$ cat config.mk
export PLATFORM = sky130hd
export DESIGN_NAME = blsfe_front_end
export DESIGN_NICKNAME = d
export VERILOG_FILES = /design/src/blsfe_pkg.sv /design/src/blsfe_front_end.sv
export SDC_FILE = /design/constraint.sdc
export NUM_CORES = 1
export LEC_CHECK = 0
export ABC_AREA = 1
export BUFFER_PORTS_ARGS = -buffer_cell sky130_fd_sc_hd__buf_2
export CAP_MARGIN = 10
export CORE_ASPECT_RATIO = 1.25
export CORE_MARGIN = 3
export CORE_UTILIZATION = 63
export DETAILED_ROUTE_END_ITERATION = 6
export PLACE_DENSITY = 0.81
export SYNTH_ARGS = -nofsm -noshare
export SYNTH_HDL_FRONTEND = slang
export SYNTH_SLANG_ARGS = --single-unit
export TNS_END_PERCENT = 50
$ cat constraint.sdc
create_clock -name mclk_i -period 2.4 [get_ports mclk_i]
set_input_delay 0.24 -clock mclk_i [delete_from_list [all_inputs] [get_ports mclk_i]]
set_output_delay 0.24 -clock mclk_i [all_outputs]
set_load 0.02 [all_outputs]
$ cat src/blsfe_pkg.sv
/*
 Constants and carrier types for the boot loader serial front end.
 Assumes a single 100 MHz crystal clock domain with no PLL.
*/
package blsfe_pkg;
  localparam int unsigned CLK_HZ        = 100000000;
  localparam int unsigned OVERSAMPLE    = 16;
  localparam logic [7:0]  SYNC_BYTE     = 8'h55;
  localparam logic [7:0]  ACK_BYTE      = 8'hcc;
  localparam logic [7:0]  NAK_BYTE      = 8'h33;
  localparam logic [7:0]  IDLE_BYTE     = 8'h00;
  localparam int unsigned SYNC_EDGES    = 8;
  localparam int unsigned SYNC_BITS     = 16;
  localparam logic [19:0] DIV_RST       = 20'h00010;
  localparam logic [19:0] DIV_MIN       = 20'h00001;

  typedef enum logic [1:0] {
    BLSFE_PORT_NONE  = 2'b00,
    BLSFE_PORT_ASYNC = 2'b01,
    BLSFE_PORT_SYNC  = 2'b11
  } blsfe_port_type;

  typedef enum logic [2:0] {
    BLSFE_AB_IDLE  = 3'b000,
    BLSFE_AB_MEAS  = 3'b001,
    BLSFE_AB_ACK   = 3'b011,
    BLSFE_AB_RUN   = 3'b010
  } blsfe_ab_type;

  typedef struct packed {
    logic       valid;
    logic [7:0] data;
  } blsfe_byte_type;
endpackage

$ cat src/blsfe_front_end.sv
/*
 Serial front end of a resident boot loader: async port with rate
 detection and a mode-3 SPI slave, locked to whichever is used first.
 Assumes pins are synchronous to mclk_i and the packet layer sits on the
 user byte streams.
*/
// Contract
// - After the first port is used, the other is ignored until reset or handoff.
// - Async characters are 8 data bits, no parity, one stop bit.
// - The async receiver samples sixteen times per bit at most rate.
// - The sync pattern edges are timed to set the async divisor.
// - After rate detection one 0xcc byte goes out at the new rate.
// - All logic runs from the crystal clock without a multiplier.
// - The sync port uses clock phase one and clock polarity one.
// - The sync port takes bit timing from the host clock, no detection.
// - Byte streams look the same to the user whichever port is in use.
// - First non-zero reply byte to a packet is 0xcc or 0x33.
// - Zero bytes are idle padding and dropped before a meaningful byte.
module blsfe_front_end (
  input  wire logic                     mclk_i,
  input  wire logic                     rstn_i,
  input  wire logic                     handoff_i,
  input  wire logic                     uart_rx_i,
  output logic                          uart_tx_o,
  input  wire logic                     spi_sclk_i,
  input  wire logic                     spi_csn_i,
  input  wire logic                     spi_mosi_i,
  output logic                          spi_miso_o,
  output logic                          spi_miso_oe_o,
  output blsfe_pkg::blsfe_byte_type     rx_byte_o,
  input  wire blsfe_pkg::blsfe_byte_type tx_byte_i,
  output logic                          tx_ready_o,
  output blsfe_pkg::blsfe_port_type     port_o,
  output logic                          synced_o
);
  import blsfe_pkg::*;

  blsfe_port_type port_q;
  blsfe_ab_type   ab_q;
  logic [19:0]    div_q;
  logic [19:0]    cnt_q;
  logic [3:0]     edges_q;
  logic           rx_prev_q, sclk_prev_q;
  logic           payload_q;
  logic [7:0]     rx_byte_d;
  logic           rx_byte_v;

  ////////////////////////////////////////////////////////////////////////
  // Port selection, first activity wins, released by reset or handoff_i
  always_ff @(posedge mclk_i) begin
    if (!rstn_i) begin
      port_q <= BLSFE_PORT_NONE;
    end else if (handoff_i) begin
      port_q <= BLSFE_PORT_NONE; // Loaded code owns the pins now
    end else if (port_q == BLSFE_PORT_NONE) begin
      if (!spi_csn_i) begin
        port_q <= BLSFE_PORT_SYNC;
      end else if (!uart_rx_i) begin
        port_q <= BLSFE_PORT_ASYNC;
      end
    end
  end
  wire async_on = (port_q == BLSFE_PORT_ASYNC) && !handoff_i;
  wire sync_on  = (port_q == BLSFE_PORT_SYNC)  && !handoff_i;

  ////////////////////////////////////////////////////////////////////////
  // Edge history on both lines
  always_ff @(posedge mclk_i) begin
    if (!rstn_i) begin
      rx_prev_q   <= 1'b1;
      sclk_prev_q <= 1'b1;
    end else begin
      rx_prev_q   <= uart_rx_i;
      sclk_prev_q <= spi_sclk_i;
    end
  end

  ////////////////////////////////////////////////////////////////////////
  // Rate detection: 0x55 0x55 gives a falling edge every two bit times.
  // The first edge only locks the port, so timing runs from the second to
  // the tenth falling edge, 16 bits, and the divisor is count / 256.
  wire rx_fall = rx_prev_q && !uart_rx_i;
  logic tx_busy;
  logic ack_go;
  always_ff @(posedge mclk_i) begin
    if (!rstn_i) begin
      ab_q    <= BLSFE_AB_IDLE;
      cnt_q   <= '0;
      edges_q <= '0;
      div_q   <= DIV_RST;
    end else begin
      case (ab_q)
        BLSFE_AB_IDLE: begin
          if (async_on && rx_fall) begin
            ab_q    <= BLSFE_AB_MEAS;
            cnt_q   <= 20'h00001; // Edge cycle counts as the first
            edges_q <= '0;
          end
        end
        BLSFE_AB_MEAS: begin
          cnt_q <= cnt_q + 20'h00001;
          if (rx_fall) begin
            edges_q <= edges_q + 4'h1;
            if (edges_q == 4'(SYNC_EDGES - 1)) begin
              // Floor keeps the tick counters from stalling on a glitch
              div_q <= ((cnt_q >> 8) < DIV_MIN) ? DIV_MIN : (cnt_q >> 8);
              ab_q  <= BLSFE_AB_ACK;
            end
          end
        end
        BLSFE_AB_ACK: begin
          if (!tx_busy) begin
            ab_q <= BLSFE_AB_RUN;
          end
        end
        BLSFE_AB_RUN: ab_q <= BLSFE_AB_RUN;
        default: ab_q <= BLSFE_AB_IDLE;
      endcase
    end
  end
  assign ack_go   = (ab_q == BLSFE_AB_ACK) && !tx_busy;
  assign synced_o = (ab_q == BLSFE_AB_RUN);

  ////////////////////////////////////////////////////////////////////////
  // Async receiver, 16x oversampled, 8N1
  logic [19:0] rdiv_q;
  logic [3:0]  rph_q;
  logic [3:0]  rbit_q;
  logic        rbusy_q;
  logic [7:0]  rsh_q;
  logic        arx_v;
  logic [7:0]  arx_d;
  wire rtick = (rdiv_q == div_q - 20'h00001);
  always_ff @(posedge mclk_i) begin
    if (!rstn_i) begin
      rdiv_q <= '0; rph_q <= '0; rbit_q <= '0; rbusy_q <= 1'b0;
      rsh_q <= '0; arx_v <= 1'b0; arx_d <= '0;
    end else begin
      arx_v <= 1'b0;
      if (!rbusy_q) begin
        if (synced_o && rx_fall) begin
          rbusy_q <= 1'b1; rdiv_q <= '0; rph_q <= '0; rbit_q <= '0;
        end
      end else begin
        rdiv_q <= rtick ? '0 : rdiv_q + 20'h00001;
        if (rtick) begin
          rph_q <= rph_q + 4'h1;
          if (rph_q == 4'h7) begin // Mid-bit sample
            rbit_q <= rbit_q + 4'h1;
            if (rbit_q == 4'h0 && uart_rx_i) begin
              rbusy_q <= 1'b0; // False start
            end else if (rbit_q >= 4'h1 && rbit_q <= 4'h8) begin
              rsh_q <= {uart_rx_i, rsh_q[7:1]}; // LSB first
            end else if (rbit_q == 4'h9) begin
              rbusy_q <= 1'b0;
              arx_v   <= uart_rx_i; // bad stop bit drops byte
              arx_d   <= rsh_q;
            end
          end
        end
      end
    end
  end

  ////////////////////////////////////////////////////////////////////////
  // Async transmitter, 16 ticks per bit
  logic [19:0] tdiv_q;
  logic [3:0]  tph_q;
  logic [3:0]  tbit_q;
  logic [9:0]  tsh_q;
  logic        tbusy_q;
  wire         tx_take = tx_byte_i.valid && tx_ready_o;
  assign tx_busy = tbusy_q;
  always_ff @(posedge mclk_i) begin
    if (!rstn_i) begin
      tdiv_q <= '0; tph_q <= '0; tbit_q <= '0; tsh_q <= 10'h3ff;
      tbusy_q <= 1'b0;
    end else if (!tbusy_q) begin
      if (ack_go || (async_on && synced_o && tx_take)) begin
        tsh_q   <= {1'b1, (ack_go ? ACK_BYTE : tx_byte_i.data), 1'b0};
        tbusy_q <= 1'b1; tdiv_q <= '0; tph_q <= '0; tbit_q <= '0;
      end
    end else begin
      tdiv_q <= (tdiv_q == div_q - 20'h00001) ? '0 : tdiv_q + 20'h00001;
      if (tdiv_q == div_q - 20'h00001) begin
        tph_q <= tph_q + 4'h1;
        if (tph_q == 4'hf) begin
          tsh_q  <= {1'b1, tsh_q[9:1]};
          tbit_q <= tbit_q + 4'h1;
          if (tbit_q == 4'h9) begin
            tbusy_q <= 1'b0;
          end
        end
      end
    end
  end
  assign uart_tx_o = tsh_q[0];

  ////////////////////////////////////////////////////////////////////////
  // SPI slave mode 3: shift out on falling, sample on rising sclk
  logic [7:0] srx_q, stx_q;
  logic [2:0] sbit_q;
  logic       stx_full_q;
  logic [7:0] stx_hold_q;
  logic       srx_v;
  wire s_rise = !sclk_prev_q && spi_sclk_i;
  wire s_fall = sclk_prev_q && !spi_sclk_i;
  always_ff @(posedge mclk_i) begin
    if (!rstn_i) begin
      srx_q <= '0; stx_q <= '0; sbit_q <= '0; srx_v <= 1'b0;
      stx_full_q <= 1'b0; stx_hold_q <= '0;
    end else begin
      srx_v <= 1'b0;
      if (!sync_on || spi_csn_i) begin
        sbit_q <= '0;
      end else begin
        if (s_fall && sbit_q == 3'h0) begin
          // Empty holding register sends idle zeros
          stx_q <= stx_full_q ? stx_hold_q : IDLE_BYTE;
          stx_full_q <= 1'b0;
        end else if (s_fall) begin
          stx_q <= {stx_q[6:0], 1'b0};
        end
        if (s_rise) begin
          srx_q  <= {srx_q[6:0], spi_mosi_i}; // MSB first
          sbit_q <= sbit_q + 3'h1;
          srx_v  <= (sbit_q == 3'h7);
        end
      end
      // Last so a take on the load edge keeps its byte for the next slot
      if (sync_on && tx_take) begin
        stx_hold_q <= tx_byte_i.data; stx_full_q <= 1'b1;
      end
    end
  end
  assign spi_miso_o    = stx_q[7];
  assign spi_miso_oe_o = sync_on && !spi_csn_i;
  assign tx_ready_o    = async_on ? (synced_o && !tbusy_q)
                                  : (sync_on && !stx_full_q);

  ////////////////////////////////////////////////////////////////////////
  // Merge to one user stream, dropping leading idle zeros
  assign rx_byte_d = srx_v ? srx_q : arx_d;
  assign rx_byte_v = srx_v || arx_v;
  wire   rx_zero   = (rx_byte_d == IDLE_BYTE);
  always_ff @(posedge mclk_i) begin
    if (!rstn_i) begin
      payload_q <= 1'b0;
      rx_byte_o <= '0;
    end else begin
      rx_byte_o.valid <= rx_byte_v && (payload_q || !rx_zero);
      if (tx_take) payload_q <= 1'b0; // Reply sent, next packet starts
      if (rx_byte_v) begin
        rx_byte_o.data <= rx_byte_d;
        if (!rx_zero) payload_q <= 1'b1;
      end
    end
  end
  assign port_o = port_q;

  ////////////////////////////////////////////////////////////////////////
  // Checks
  AST_LOCK: assert property (@(posedge mclk_i) disable iff (!rstn_i)
    (port_q != BLSFE_PORT_NONE && !handoff_i) |=> port_q == $past(port_q))
    else $error("port selection changed");
  AST_ACK: assert property (@(posedge mclk_i) disable iff (!rstn_i)
    ack_go |=> tbusy_q && tsh_q[8:1] == ACK_BYTE)
    else $error("ack byte not loaded");
  AST_DIV: assert property (@(posedge mclk_i) disable iff (!rstn_i)
    div_q >= DIV_MIN) else $error("divisor below floor");
  AST_MISO: assert property (@(posedge mclk_i) disable iff (!rstn_i)
    spi_csn_i |-> !spi_miso_oe_o) else $error("miso driven while deselected");
  AST_ZERO: assert property (@(posedge mclk_i) disable iff (!rstn_i)
    (rx_byte_v && rx_zero && !payload_q) |=> !rx_byte_o.valid)
    else $error("leading zero passed");
  AST_SEL: assert property (@(posedge mclk_i) disable iff (!rstn_i)
    (port_q == BLSFE_PORT_NONE && !handoff_i && !spi_csn_i) |=> port_q == BLSFE_PORT_SYNC)
    else $error("sync select missed");
  AST_TXIDLE: assert property (@(posedge mclk_i) disable iff (!rstn_i)
    !tbusy_q |-> uart_tx_o) else $error("tx line not idle high");
  AST_SYNCNOAB: assert property (@(posedge mclk_i) disable iff (!rstn_i)
    sync_on |-> ab_q == BLSFE_AB_IDLE) else $error("rate detect on sync port");
  COV_ASYNC: cover property (@(posedge mclk_i) synced_o);
  COV_SYNC:  cover property (@(posedge mclk_i) srx_v);
  COV_REPLY: cover property (@(posedge mclk_i) tx_take);
endmodule

==> results.sh <==
export IMPL_r2r_start="div_q[9]"
export IMPL_worst_pin_slew_ns=0.804
export IMPL_dr_first_iter_drc_count=774
export IMPL_cp_depth=15
export IMPL_drc_errors=0
export IMPL_dr_pass1_iters=7
export IMPL_ys_seq_area_share_pct=35.4
export IMPL_grt_pass1_wl_mm=39.3
export IMPL_clock_sinks=165
export IMPL_synthCells=1386
export IMPL_reg2reg_setup_slack_ns=0.07
export IMPL_core_area_um2=14500
export IMPL_ctsHoldBuffers=0
export IMPL_layout_common_cells="nand2_1, inv_1, dfxtp_1"
export IMPL_timing_fmax_ghz=0.429
export IMPL_start_kind="register"
export IMPL_ff2ff_path_depth=15
export IMPL_syn_nets=1417
export IMPL_maxSlewViolCount=0
export IMPL_fin_tns_setup_ns=0
export IMPL_gp_congestion=1.00
export IMPL_root_buffer="clkbuf_16"
export IMPL_grt_total_usage_pct=29.5
export IMPL_critPathLaunch="div_q[9]"
export IMPL_ir_worst_vdd_uv=490
export IMPL_power_density_nw_per_um2=525
export IMPL_finalInstanceArea_um2=10900
export IMPL_synth_top_area_cell="dfxtp_1"
export IMPL_cpMaxStageDelayCell="dfxtp_1"
export IMPL_min_period_ns=2.33
export IMPL_layout_commonest_cell="nand2_1"
export IMPL_antenna_found_initial=0
export IMPL_die_w_um=115
export IMPL_wl_per_cell_um=15.2
export IMPL_hp_class="in2reg"
export IMPL_rsz0062_at_grt="true"
export IMPL_synth_cell_type_count=46
export IMPL_hold_viol_final=0
export IMPL_maxSlewHeadroom_pct=46.3
export IMPL_layout_nets=1497
export IMPL_skew_ns=0.0112
export IMPL_netlist_area_leader_share_pct=35.4
export IMPL_ys_flop_type="dfxtp_1"
export IMPL_async_reset_ff_share_pct=0
export IMPL_viasPerCell=5.77
export IMPL_cp_num_buf_inv=2
export IMPL_cp_arrival_ns=2.66
export IMPL_worst_path_dominant_cell_family="simple AND/OR/NAND/NOR gates"
export IMPL_avgSynthCellArea_um2=6.72
export IMPL_n_antenna_cell=0
export IMPL_synth_seq_cells=165
export IMPL_crit_path_max_fanout=7
export IMPL_endpoint_kind="register"
export IMPL_areaGrowthSynthToFinish_pct=16.9
export IMPL_clock_latency_ns=0.43
export IMPL_grt_pass1_vias=8624
export IMPL_cap_viol_max_count=0
export IMPL_synthTopCellsByArea="dfxtp_1, nand2_1, inv_1"
export IMPL_cts_buffer_depth=2
export IMPL_rows=49
export IMPL_die_y_um=142
export IMPL_via_count=9563
export IMPL_cts_tree="built"
export IMPL_cts_buffers=17
export IMPL_overflow=0
export IMPL_io_buffers=31
export IMPL_endpoint="rsh_q[0]"
export IMPL_clk_pin_slew_worst_paths_ns=0.07
export IMPL_cts_htree_levels=4
export IMPL_holdWs_ns=0.0347
export IMPL_nFillCells=1096
export IMPL_grt_max_degree=72
export IMPL_crit_type="reg2reg"
export IMPL_crit_path_cell_trace="inv_1, nand2_2, nor2_4, buf_4, nand3_1, nand2_2, nand2_1, nor2_1, nand2_1, nor2_4, nand2_4, nor2_8, nand2_8, o21ai_1, nor2_1"
export IMPL_placed_cell_area_um2=9820
export IMPL_power_mw=5.72
export IMPL_ant_nets=0
export IMPL_p_leak_nw=4.63
export IMPL_synth_edf_count=0
export IMPL_yosysWarnings=0
export IMPL_syn_area_um2=9320
export IMPL_hpwl_mm=17.1
export IMPL_reg2reg_to="rsh_q[0]"
export IMPL_dieArea_um2=16300
export IMPL_period_share_pct=97.1
export IMPL_status="finished, final reports clean"
export IMPL_setup_violations_final=0
export IMPL_required_ns=2.73
export IMPL_drt_total_wl_mm=25.2
export IMPL_max_stage_delay_ns=0.38
export IMPL_drive_above_1_share_pct=15.7
export IMPL_io_pins=32
export IMPL_start_util_pct=64.4
[stage by stage]
step	setup WS (ns)	instances	util (%)
6_report	0.0687	1657	75.3
2_1_floorplan	0.0608	1386	-
5_1_grt	-0.0766	1657	75.3
3_5_place_dp	-0.00488	1597	67.9
4_1_cts	0.0156	1629	72.1
3_3_place_gp	0.0463	1597	67.9
[state kept, by name (all words and copies together) (netlist names), 9 cells and up]
| signal | count |
|---|---|
| cnt_q | 20 |
| rdiv_q | 20 |
| tdiv_q | 20 |
| div_q | 12 |
| rx_byte_o | 9 |
| tsh_q | 9 |
[power by group]
part / switching [mW] / internal (mW)
combinational: 0.106 / 0.0476
clock: 1.22 / 1.59
sequential: 0.00936 / 2.74
total: 1.34 / 4.38
[layout make-up]
| class | instances | area [um^2] | area share (%) |
|---|---|---|---|
| Sequential cell | 165 | 3320 | 30.5 |
| Clock inverter | 13 | 160 | 1.47 |
| Timing Repair Buffer | 99 | 698 | 6.41 |
| Inverter | 201 | 773 | 7.10 |
| Clock buffer | 19 | 443 | 4.07 |
| Tap cell | 178 | 223 | 2.04 |
| Multi-Input combinational cell | 982 | 5280 | 48.4 |
[how the worst min path moves through the flow]
stage                       start             to  slack [ns]  cells after the start
floorplan              spi_sclk_i    sclk_prev_q        0.34                      2
global placement         tsh_q[0]       tsh_q[0]        0.43                      2
detailed placement  stx_hold_q[4]  stx_hold_q[4]        0.44                      2
CTS                    spi_sclk_i    sclk_prev_q        0.03                      3
global route           spi_sclk_i    sclk_prev_q        0.05                      3
finish                 spi_sclk_i    sclk_prev_q        0.03                      3
[cells in the mapped netlist, types with 7 or more instances]
library cell  number
a21oi_1          101
nor2_4             7
xor2_1            35
ha_1              15
clkbuf_1          28
nor3_1            27
nor4_1            15
nand2_2            9
nand2_1          290
o21ai_1           11
o21ai_0           72
nor2_1           132
o211ai_1          11
inv_1            194
o22ai_1           21
dfxtp_1          165
nand2_4            9
nand3_1          127
nor2_2            12
nand4_1           43
[kinds of logic after synthesis]
family / share of synthesized area, %
simple gates: 34.8
buf+inv: 10.5
compound gates: 13.5
flops: 35.4
xor+xnor: 3.76
fa+ha+maj: 2.01
[layer usage]
layer | wire length (um) | global-route usage [%] | vias up
met5 | 0 | 0 | -
met4 | 955 | 13.2 | 0
met3 | 1490 | 4.55 | 77
met2 | 12700 | 52.3 | 369
met1 | 10000 | 34.8 | 4406
li1 | - | - | 4711
[worst reg2reg max path, stage by stage (launching register included)]
cell and delay, ns:
dfxtp_1 0.38, inv_1 0.17, nand2_2 0.11, nor2_4 0.20
buf_4 0.18, nand3_1 0.10, nand2_2 0.10, nand2_1 0.05
nor2_1 0.08, nand2_1 0.09, nor2_4 0.12, nand2_4 0.13
nor2_8 0.22, nand2_8 0.10, o21ai_1 0.14, nor2_1 0.06
[repair_timing]
item,CTS,global route
endpoints found under the setup margin,19,84
buffers inserted,0,24
gates cloned,0,4
pin swaps,0,25
resized for setup,2,60
Note: power is estimated with default switching activity, not from simulation.
